### config.mk
export PLATFORM = sky130hd
export DESIGN_NAME = fpec_flash_ctrl
export DESIGN_NICKNAME = d
export VERILOG_FILES = /design/src/fpec_flash_ctrl.v
export VERILOG_INCLUDE_DIRS = /design/src
export SDC_FILE = /design/constraint.sdc
export NUM_CORES = 2
export LEC_CHECK = 0
export ABC_AREA = 0
export BUFFER_PORTS_ARGS = -buffer_cell sky130_fd_sc_hd__clkbuf_2
export CAP_MARGIN = 20
export CORE_ASPECT_RATIO = 1.4
export CORE_MARGIN = 2
export CORE_UTILIZATION = 45
export DETAILED_ROUTE_END_ITERATION = 10
export GPL_TIMING_DRIVEN = 0
export PLACE_DENSITY = 0.6
export SYNTH_ARGS = -nofsm -noshare
export SYNTH_HDL_FRONTEND = slang
export SYNTH_SLANG_ARGS = --single-unit
### constraint.sdc
create_clock -name sys_clk -period 7.1 [get_ports sys_clk]
set_input_delay 1.065 -clock sys_clk [delete_from_list [all_inputs] [get_ports sys_clk]]
set_output_delay 1.065 -clock sys_clk [all_outputs]
set_load 0.005 [all_outputs]
### src/fpec_defs.vh
/*
 * constants for the flash program/erase control block: register offsets,
 * field positions, reset values and array geometry.
 * assumes inclusion by bare name from the design file; definitions only.
 */
// How it works
// - each program run streams exactly 128 bytes, never fewer or more
// - array is four 1-kbyte erase blocks then one 28-kbyte block
// - one erase touches one block; whole array means erasing each block
// - write-enable bit 6 permits program and erase; resets to zero
// - with write-enable clear, other control and block-select bits stay zero
// - bit 5 enters erase setup when set, leaves it when cleared
// - bit 4 enters program setup when set, leaves it when cleared
// - bit 3 set enters erase-verify mode, cleared leaves it
// - bit 2 set enters program-verify mode, cleared leaves it
// - bit 1 gives erase mode only with write-enable and erase setup
// - bit 0 gives program mode only with write-enable and program setup
// - bit 7 reserved, reads zero, writes ignored
// - more than one block-select bit written clears all of them
// - top select bit picks 0x1000-0x7FFF; lower bits 1-kbyte blocks ascending
`ifndef FPEC_DEFS_VH
`define FPEC_DEFS_VH

// ****************************************
// register byte offsets
// ****************************************
`define FPEC_OFS_MODE      10'h000
`define FPEC_OFS_STATUS    10'h004
`define FPEC_OFS_BLKSEL    10'h008
`define FPEC_OFS_ACCEN     10'h00C
`define FPEC_OFS_PADDR     10'h010
`define FPEC_BUF_BASE_HI   3'h4

// ****************************************
// field positions
// ****************************************
`define FPEC_BIT_WREN      6
`define FPEC_BIT_ESET      5
`define FPEC_BIT_PSET      4
`define FPEC_BIT_EVFY      3
`define FPEC_BIT_PVFY      2
`define FPEC_BIT_E         1
`define FPEC_BIT_P         0
`define FPEC_BIT_ERR       7
`define FPEC_BIT_BUSY      0
`define FPEC_BIT_ACCEN     7

// ****************************************
// reset values
// ****************************************
// bit 7 is reserved and not stored, so the mode word is seven bits
`define FPEC_RST_MODE      7'h00
`define FPEC_RST_BLKSEL    5'h00
`define FPEC_RST_ACCEN     1'b0

// ****************************************
// array geometry
// ****************************************
`define FPEC_PAGE_BYTES    128
`define FPEC_PAGE_MASK     15'h7F80
`define FPEC_BASE_BLK0     15'h0000
`define FPEC_BASE_BLK1     15'h0400
`define FPEC_BASE_BLK2     15'h0800
`define FPEC_BASE_BLK3     15'h0C00
`define FPEC_BASE_BLK4     15'h1000

`endif

### src/fpec_flash_ctrl.v
/*
 * flash program/erase control: avalon-mm register slave, mode control
 * register, block select, 128-byte page buffer and program/erase sequencer.
 * assumes an avalon-mm master on sys_clk and a flash macro on the same clock
 * that takes one byte per cycle while fl_prog_we is high.
 */
// Design decisions made here: the address map and register access over Avalon-MM.
`timescale 1ns/10ps
`include "fpec_defs.vh"

module fpec_flash_ctrl #(
    parameter PAGE_BYTES = `FPEC_PAGE_BYTES
) (
    input  wire        sys_clk,
    input  wire        rst_n,
    input  wire [9:0]  avs_address,
    input  wire        avs_read,
    input  wire        avs_write,
    input  wire [31:0] avs_writedata,
    input  wire [3:0]  avs_byteenable,
    output reg  [31:0] avs_readdata,
    output reg         avs_waitrequest,
    output reg         fl_prog_we,
    output reg  [14:0] fl_prog_addr,
    output reg  [7:0]  fl_prog_data,
    output reg         fl_erase_en,
    output reg  [4:0]  fl_erase_blk,
    output reg  [14:0] fl_erase_base,
    output reg         fl_erase_setup,
    output reg         fl_prog_setup,
    output reg         fl_erase_verify,
    output reg         fl_prog_verify
);

// ****************************************
// helpers
// ****************************************
    localparam WORDS = PAGE_BYTES / 4;

    function reg_hit;
        input [9:0] adr;
        input [9:0] ofs;
        begin
            reg_hit = adr == ofs;
        end
    endfunction

    function more_than_one;
        input [4:0] v;
        begin
            more_than_one = (v & (v - 5'h01)) != 5'h00;
        end
    endfunction

    function [14:0] blk_base;
        input [4:0] sel;
        begin
            case (sel)
                5'h01:   blk_base = `FPEC_BASE_BLK0;
                5'h02:   blk_base = `FPEC_BASE_BLK1;
                5'h04:   blk_base = `FPEC_BASE_BLK2;
                5'h08:   blk_base = `FPEC_BASE_BLK3;
                5'h10:   blk_base = `FPEC_BASE_BLK4;
                default: blk_base = `FPEC_BASE_BLK0;
            endcase
        end
    endfunction

// ****************************************
// registers and state
// ****************************************
    localparam ST_IDLE = 2'd0;
    localparam ST_PROG = 2'd1;
    localparam ST_DONE = 2'd2;

    // bit 7 reserved, so only bits 6..0 are kept
    reg  [6:0]  mode_r;
    reg  [6:0]  mode_nxt;
    reg  [4:0]  blksel_r;
    reg  [4:0]  blksel_nxt;
    reg         accen_r;
    reg  [14:0] paddr_r;
    reg         err_r;
    reg  [1:0]  state_r;
    reg  [1:0]  state_nxt;
    reg  [6:0]  cnt_r;
    reg  [31:0] pbuf [0:WORDS-1];
    reg  [31:0] rd_nxt;
    reg  [31:0] status_word;
    reg  [31:0] accen_word;

    wire        req     = avs_read | avs_write;
    wire        commit  = avs_write & ~avs_waitrequest;
    wire        is_buf  = avs_address[9:7] == `FPEC_BUF_BASE_HI;
    wire [4:0]  buf_idx = avs_address[6:2];
    wire        wr_mode = commit & accen_r & reg_hit(avs_address, `FPEC_OFS_MODE);
    wire        wr_blk  = commit & accen_r & reg_hit(avs_address, `FPEC_OFS_BLKSEL);
    wire        wr_acc  = commit & reg_hit(avs_address, `FPEC_OFS_ACCEN);
    wire        wr_pad  = commit & reg_hit(avs_address, `FPEC_OFS_PADDR);
    wire        wr_buf  = commit & is_buf;

    wire        wen  = mode_r[`FPEC_BIT_WREN];
    wire        eset = mode_r[`FPEC_BIT_ESET];
    wire        pset = mode_r[`FPEC_BIT_PSET];
    wire        e_q  = mode_r[`FPEC_BIT_E];
    wire        p_q  = mode_r[`FPEC_BIT_P];
    wire        clash = e_q & p_q;

    wire        erase_mode = e_q & wen & eset & ~clash;
    wire        prog_mode  = p_q & wen & pset & ~clash;
    // done counts as busy, so erase waits until program mode drops
    wire        busy       = state_r != ST_IDLE;

// ****************************************
// bus handshake
// ****************************************
    // one wait cycle, then the request completes; read data stand at that edge
    always @(posedge sys_clk or negedge rst_n) begin
        if (!rst_n) begin
            avs_waitrequest <= 1'b1;
            avs_readdata    <= 32'h0000_0000;
        end else begin
            avs_waitrequest <= ~(req & avs_waitrequest);
            if (avs_read & avs_waitrequest) begin
                avs_readdata <= rd_nxt;
            end
        end
    end

    always @* begin
        status_word = 32'h0000_0000;
        accen_word  = 32'h0000_0000;
        status_word[`FPEC_BIT_ERR]  = err_r;
        status_word[`FPEC_BIT_BUSY] = busy;
        accen_word[`FPEC_BIT_ACCEN] = accen_r;
    end

    // control words read zero while register access is off
    always @* begin
        rd_nxt = 32'h0000_0000;
        if (is_buf) begin
            rd_nxt = pbuf[buf_idx];
        end else begin
            case (avs_address)
                `FPEC_OFS_MODE: begin
                    if (accen_r) begin
                        rd_nxt = {25'h000_0000, mode_r};
                    end
                end
                `FPEC_OFS_STATUS: begin
                    if (accen_r) begin
                        rd_nxt = status_word;
                    end
                end
                `FPEC_OFS_BLKSEL: begin
                    if (accen_r) begin
                        rd_nxt = {27'h000_0000, blksel_r};
                    end
                end
                `FPEC_OFS_ACCEN:  rd_nxt = accen_word;
                `FPEC_OFS_PADDR:  rd_nxt = {17'h0_0000, paddr_r};
                default:          rd_nxt = 32'h0000_0000;
            endcase
        end
    end

// ****************************************
// control register
// ****************************************
    always @* begin
        mode_nxt = mode_r;
        if (wr_mode & avs_byteenable[0]) begin
            mode_nxt[`FPEC_BIT_WREN] = avs_writedata[`FPEC_BIT_WREN];
            // other bits need write-enable already set
            if (avs_writedata[`FPEC_BIT_WREN] & wen) begin
                mode_nxt[`FPEC_BIT_ESET] = avs_writedata[`FPEC_BIT_ESET];
                mode_nxt[`FPEC_BIT_PSET] = avs_writedata[`FPEC_BIT_PSET];
                mode_nxt[`FPEC_BIT_EVFY] = avs_writedata[`FPEC_BIT_EVFY];
                mode_nxt[`FPEC_BIT_PVFY] = avs_writedata[`FPEC_BIT_PVFY];
                mode_nxt[`FPEC_BIT_E]   = avs_writedata[`FPEC_BIT_E];
                mode_nxt[`FPEC_BIT_P]   = avs_writedata[`FPEC_BIT_P];
            end else begin
                mode_nxt[5:0] = 6'h00;
            end
        end
    end

    always @* begin
        blksel_nxt = blksel_r;
        if (wr_blk & avs_byteenable[0]) begin
            // several bits at once clear all
            if (more_than_one(avs_writedata[4:0])) begin
                blksel_nxt = 5'h00;
            end else begin
                blksel_nxt = avs_writedata[4:0];
            end
        end
        if (!mode_nxt[`FPEC_BIT_WREN]) begin
            blksel_nxt = 5'h00;
        end
    end

    always @(posedge sys_clk or negedge rst_n) begin
        if (!rst_n) begin
            mode_r   <= `FPEC_RST_MODE;
            blksel_r <= `FPEC_RST_BLKSEL;
            accen_r  <= `FPEC_RST_ACCEN;
            paddr_r  <= 15'h0000;
        end else begin
            mode_r   <= mode_nxt;
            blksel_r <= blksel_nxt;
            if (wr_acc & avs_byteenable[0]) begin
                accen_r <= avs_writedata[`FPEC_BIT_ACCEN];
            end
            // low seven bits dropped so a page never straddles
            if (wr_pad & (avs_byteenable[1:0] == 2'b11)) begin
                paddr_r <= avs_writedata[14:0] & `FPEC_PAGE_MASK;
            end
        end
    end

    // error sticks until reset
    always @(posedge sys_clk or negedge rst_n) begin
        if (!rst_n) begin
            err_r <= 1'b0;
        end else if (clash & wen) begin
            err_r <= 1'b1;
        end
    end

// ****************************************
// page buffer
// ****************************************
    // no reset on the array; contents are defined by software before use
    always @(posedge sys_clk) begin
        if (wr_buf) begin
            if (avs_byteenable[0]) pbuf[buf_idx][7:0]   <= avs_writedata[7:0];
            if (avs_byteenable[1]) pbuf[buf_idx][15:8]  <= avs_writedata[15:8];
            if (avs_byteenable[2]) pbuf[buf_idx][23:16] <= avs_writedata[23:16];
            if (avs_byteenable[3]) pbuf[buf_idx][31:24] <= avs_writedata[31:24];
        end
    end

    wire [31:0] cur_word = pbuf[cnt_r[6:2]];
    reg  [7:0]  cur_byte;

    always @* begin
        case (cnt_r[1:0])
            2'd0:    cur_byte = cur_word[7:0];
            2'd1:    cur_byte = cur_word[15:8];
            2'd2:    cur_byte = cur_word[23:16];
            default: cur_byte = cur_word[31:24];
        endcase
    end

// ****************************************
// program sequencer
// ****************************************
    always @* begin
        state_nxt = state_r;
        case (state_r)
            ST_IDLE: begin
                if (prog_mode) begin
                    state_nxt = ST_PROG;
                end
            end
            ST_PROG: begin
                // run ends after the last of 128 bytes
                if (cnt_r == PAGE_BYTES - 1) begin
                    state_nxt = ST_DONE;
                end
            end
            ST_DONE: begin
                // one run per entry into program mode
                if (!prog_mode) begin
                    state_nxt = ST_IDLE;
                end
            end
            default: state_nxt = ST_IDLE;
        endcase
    end

    always @(posedge sys_clk or negedge rst_n) begin
        if (!rst_n) begin
            state_r      <= ST_IDLE;
            cnt_r        <= 7'h00;
            fl_prog_we   <= 1'b0;
            fl_prog_addr <= 15'h0000;
            fl_prog_data <= 8'h00;
        end else begin
            state_r <= state_nxt;
            // a started page always completes in full
            if (state_r == ST_PROG) begin
                fl_prog_we   <= 1'b1;
                fl_prog_addr <= paddr_r | {8'h00, cnt_r};
                fl_prog_data <= cur_byte;
                cnt_r        <= cnt_r + 7'h01;
            end else begin
                fl_prog_we <= 1'b0;
                cnt_r      <= 7'h00;
            end
        end
    end

// ****************************************
// erase and mode outputs
// ****************************************
    always @(posedge sys_clk or negedge rst_n) begin
        if (!rst_n) begin
            fl_erase_en     <= 1'b0;
            fl_erase_blk    <= 5'h00;
            fl_erase_base   <= 15'h0000;
            fl_erase_setup  <= 1'b0;
            fl_prog_setup   <= 1'b0;
            fl_erase_verify <= 1'b0;
            fl_prog_verify  <= 1'b0;
        end else begin
            // exactly one block per erase; none selected, no erase
            fl_erase_en     <= erase_mode & (blksel_r != 5'h00) & ~busy;
            fl_erase_blk    <= blksel_r;
            // four small blocks then the large one
            fl_erase_base   <= blk_base(blksel_r);
            fl_erase_setup  <= wen & eset;
            fl_prog_setup   <= wen & pset;
            fl_erase_verify <= wen & mode_r[`FPEC_BIT_EVFY];
            fl_prog_verify  <= wen & mode_r[`FPEC_BIT_PVFY];
        end
    end

endmodule // fpec_flash_ctrl

==> results by stage <==
Yosys:
- In the post-synthesis netlist, the biggest area contributors are edfxtp_1, mux4_2, dfrtp_1.
- Yosys instantiated no cell more often than edfxtp_1.
- Synthesis instantiated between 60 and 70 different standard cells from the library.
- The count of warnings emitted by yosys is 0.
- The most used flip-flop cell after synthesis is edfxtp_1.
- The summed instance area of the synthesized netlist is just over 50000 um^2.
- The post-synthesis sequential area ratio is 0.646.
- The average instance area after synthesis is around 19 um^2.
- After technology mapping, the gate count stands at 2767.
- The area share of the leading cell type in the synthesized netlist is 0.597.
- The biggest area contributor in the post-synthesis netlist is edfxtp_1.
- The commonest cells after synthesis are edfxtp_1, mux4_2, nor2_1.
- Counting flops with an async set or reset pin after synthesis yields a share of 0.0898.
- The flip-flop and latch count after synthesis is 1125.
- The synthesized design contains 1024 enable-type register cells.

Pwr:
- In this run the static leakage power is around 19 nW.
- For this design the ratio of total power to cell area is between 200 and 250 nW/um^2.
- Across the VDD grid, the largest voltage drop is 0.236 mV.

Critical path:
- The signal arrival time at the worst endpoint is 5580 ps.
- Among all stages on the critical path, the largest delay is contributed by nor2_1.
- The worst setup path is captured at a flip-flop.
- The worst setup path is launched from a primary input.
- In this design, the largest share of critical-path delay is due to simple AND/OR/NAND/NOR gates.
- Walking the worst path, the cells encountered are clkbuf_2 -> buf_1 -> nor2_1 -> clkbuf_1 -> clkbuf_1 -> buf_8 -> nand2_1 -> nor2_1.
- Along the worst path, the maximum fanout reaches 10.
- The number of buffer and inverter instances along the worst setup path is 5.
- STA puts the critical path data required time at 7470 ps.
- On the worst path, the slowest cell contributes a delay of 1150 ps.
- The critical path in this run is classified as primary input to flip-flop.

Route:
- The detailed-routing wirelength on met1 is 70500 um.
- Dividing the detail-routed via count by the number of cells gives ~7.3.
- The number of DRC markers after the initial detailed-route iteration is 6290.
- Detailed routing inserted a total of 34500 vias.
- The post-detailed-route DRC marker count is 0.
- The aggregate routed wire length is 231000 um.
- Routed signal wires occupy layers up through met5.
- The routed design uses 29400 um of met3 wire.
- After detailed routing, the met2 layer carries 104000 um of wire.
- Dividing the detail-routed wire length by the instance count gives 49.0 um.
- Once detail routing completed, the nets flagged for antenna violations numbered 0.
- The first-pass detailed-route iteration total is 8.

Global route:
- The number of global-route vias before repair is about 34000.
- The number of antenna violations at the first check in global routing is 20.
- The aggregate global-route resource usage is 0.393.
- Summed over all layers, the global routing overflow is 0.
- The first-pass GRT wire length is 302000 um.
- The largest net degree at the start of global routing is 102.

Finish:
- Compared with the post-synthesis result, the final layout area differs by 14.8%.
- The fraction of final layout cells sized beyond drive strength 1 is 0.319.
- After the last flow step, the layout net total stands at 3176.
- Fill cells in the final layout number around 9100.

Placement:
- At the end of routability-driven placement, the weighted congestion stood at between 1 and 1.5.
- The worst slack after detailed placement is 1530 ps.
- The wire-length estimate of the detail-placed layout is 166000 um.
- In this run the tool buffered the top-level ports with 119 buffer cells.

Die:
- The die width is ~290 um.
- The die is 404 um tall.
- The standard-cell row count is 146.
- The I/O pin count is 132.
- The initial utilization of the core area, before any placement, comes to 0.454.
- The region available for standard cell placement spans 113000 um^2.
- The die outline area is 117000 um^2.

CTS:
- Clock-pin slew was measured on the worst setup and hold paths at 60 ps.
- The largest buffer count on any clock path is 3.
- The number of hold buffers added after CTS is 0.
- The buffer count from post-CTS setup fixing is 0.
- Clock latency on the worst-skew pair, taken at its later pin, is 760 ps.
- In this run the clock root is driven by a clkbuf_16.
- The CTS tree is yes.
- TritonCTS created 108 clock buffers.
- The H-tree level count is 3.
- The CTS sink count is about 1100.
- After clock tree synthesis, the repair step resized 0 gates.

STA:
- The share of the clock period used by the worst path after layout is 0.733.
- The worst clock skew on the final layout is 28.1 ps.
- For the finished layout, the period the worst path requires is 5210 ps.
- Setup repair after global routing left no endpoint under its margin.
- The number of max-slew violations in the final report is 0.
- Setup total negative slack on the finished layout was measured at 0 ps.
- For this run, the top clock speed supported by timing is 192 MHz.
- The total setup violations reported at the end of the flow is 0.
- The worst relative slew slack is 0.0816.
- The least setup slack across all paths after layout is around 1900 ps.
- The transition time of the tightest slew-check pin is 1380 ps.
- The final count of hold timing violations is 0.

Job:
- Across the run, the number of max-cap violations was 0.

Status:
- The run finished with clean final reports.

Hold path:
- The worst hold path class is primary input to asynchronous set/reset pin.
## state kept, by name (all words and copies together), names as in the netlist
signal           cells
paddr_r              8
accen_r              1
fl_erase_en          1
fl_prog_setup        1
fl_prog_we           1
pbuf              1024
mode_r               7
fl_prog_data         8
fl_prog_verify       1
fl_erase_setup       1
cnt_r                7
fl_erase_base        3
fl_prog_addr        15
fl_erase_verify      1
avs_waitrequest      1
avs_readdata        32
fl_erase_blk         5
state_r              2
blksel_r             5
err_r                1
## metrics by stage
stage          area, um^2  hold WS (ps)  instances   util  power (W)
2_1_floorplan       51600           427       2778      -    0.00768
3_3_place_gp        54000           463       4377  0.476    0.00808
3_5_place_dp        55300           464       4474  0.488    0.00812
4_1_cts             59000           477       4678  0.520     0.0140
5_1_grt             59100           460       4702  0.521     0.0143
6_report            59100           437       4708  0.521     0.0141
## per-layer routing
layer  up-vias  global-route usage
met4         6               0.352
met3       996               0.129
met5         -             0.00248
met2      3180               0.607
met1     18000               0.436
li1      12400                   -
## power by group
part,switching [W],internal [W]
combinational,0.000535,0.000224
sequential,0.0000102,0.00724
clock,0.00270,0.00341
## placed cells by master (no fill, tap or decap), types with 19 or more instances in the layout
| cell | netlist | routed |
|---|---|---|
| o22ai_1 | 21 | 21 |
| buf_4 | 22 | 44 |
| buf_2 | 48 | 53 |
| a22o_1 | 19 | 19 |
| o21ai_0 | 32 | 32 |
| clkbuf_1 | 99 | 111 |
| a21oi_1 | 42 | 42 |
| clkinv_2 | 0 | 22 |
| mux2_2 | 34 | 34 |
| clkinv_1 | 4 | 25 |
| nand2_1 | 123 | 123 |
| mux2i_1 | 134 | 134 |
| a22oi_1 | 143 | 143 |
| edfxtp_1 | 1024 | 1024 |
| a221oi_1 | 20 | 20 |
| nand4_1 | 30 | 30 |
| buf_6 | 22 | 69 |
| dfrtp_1 | 100 | 100 |
| clkbuf_2 | 0 | 122 |
| buf_1 | 25 | 20 |
| buf_8 | 3 | 42 |
| mux4_2 | 481 | 481 |
| clkbuf_16 | 0 | 113 |
| nor2_1 | 174 | 174 |
## kinds of logic (layout without fill, tap and decap cells)
logic type               Yosys count  in the layout  synth area share
flip-flops                      1125           1125             0.646
other                              1             25         0.0000728
XOR/XNOR                           7              7           0.00119
AND/OR/NAND/NOR                  406            406            0.0346
adder cells (fa/ha/maj)            6              6           0.00141
multiplexers                     653            653             0.246
buffers and inverters            230            667            0.0237
AO/OA/AOI/OAI                    339            339            0.0475
## final timing paths
| check | startpoint | endpoint | slack (ps) | cells past startpoint |
|---|---|---|---|---|
| worst max-delay path | avs_address[6] | pbuf[6][2] | 1890 | 8 |
| worst min-delay path | rst_n | fl_prog_addr[9] | 440 | 1 |
| worst max register to register | cnt_r[6] | fl_prog_data[4] | 1960 | 7 |
| worst min register to register | fl_prog_addr[14] | fl_prog_addr[14] | 480 | 2 |
| max in group asynchronous | rst_n | avs_readdata[28] | 5950 | 1 |
| min in group sys_clk | fl_prog_addr[14] | fl_prog_addr[14] | 480 | 2 |
## final cells by class
class | count | area (um^2) | share of cell area
plain buffers | 220 | 1190 | 0.0202
well taps | 1480 | 1850 | 0.0313
repair buffers | 233 | 2010 | 0.0340
inverters | 10 | 37.5 | 0.000635
multi-input cells | 1423 | 17100 | 0.289
diodes | 13 | 32.5 | 0.000550
clock inverters | 70 | 683 | 0.0116
clock buffers | 134 | 2970 | 0.0502
flip-flops and latches | 1125 | 33300 | 0.563
(Power assumes the default switching activity.)
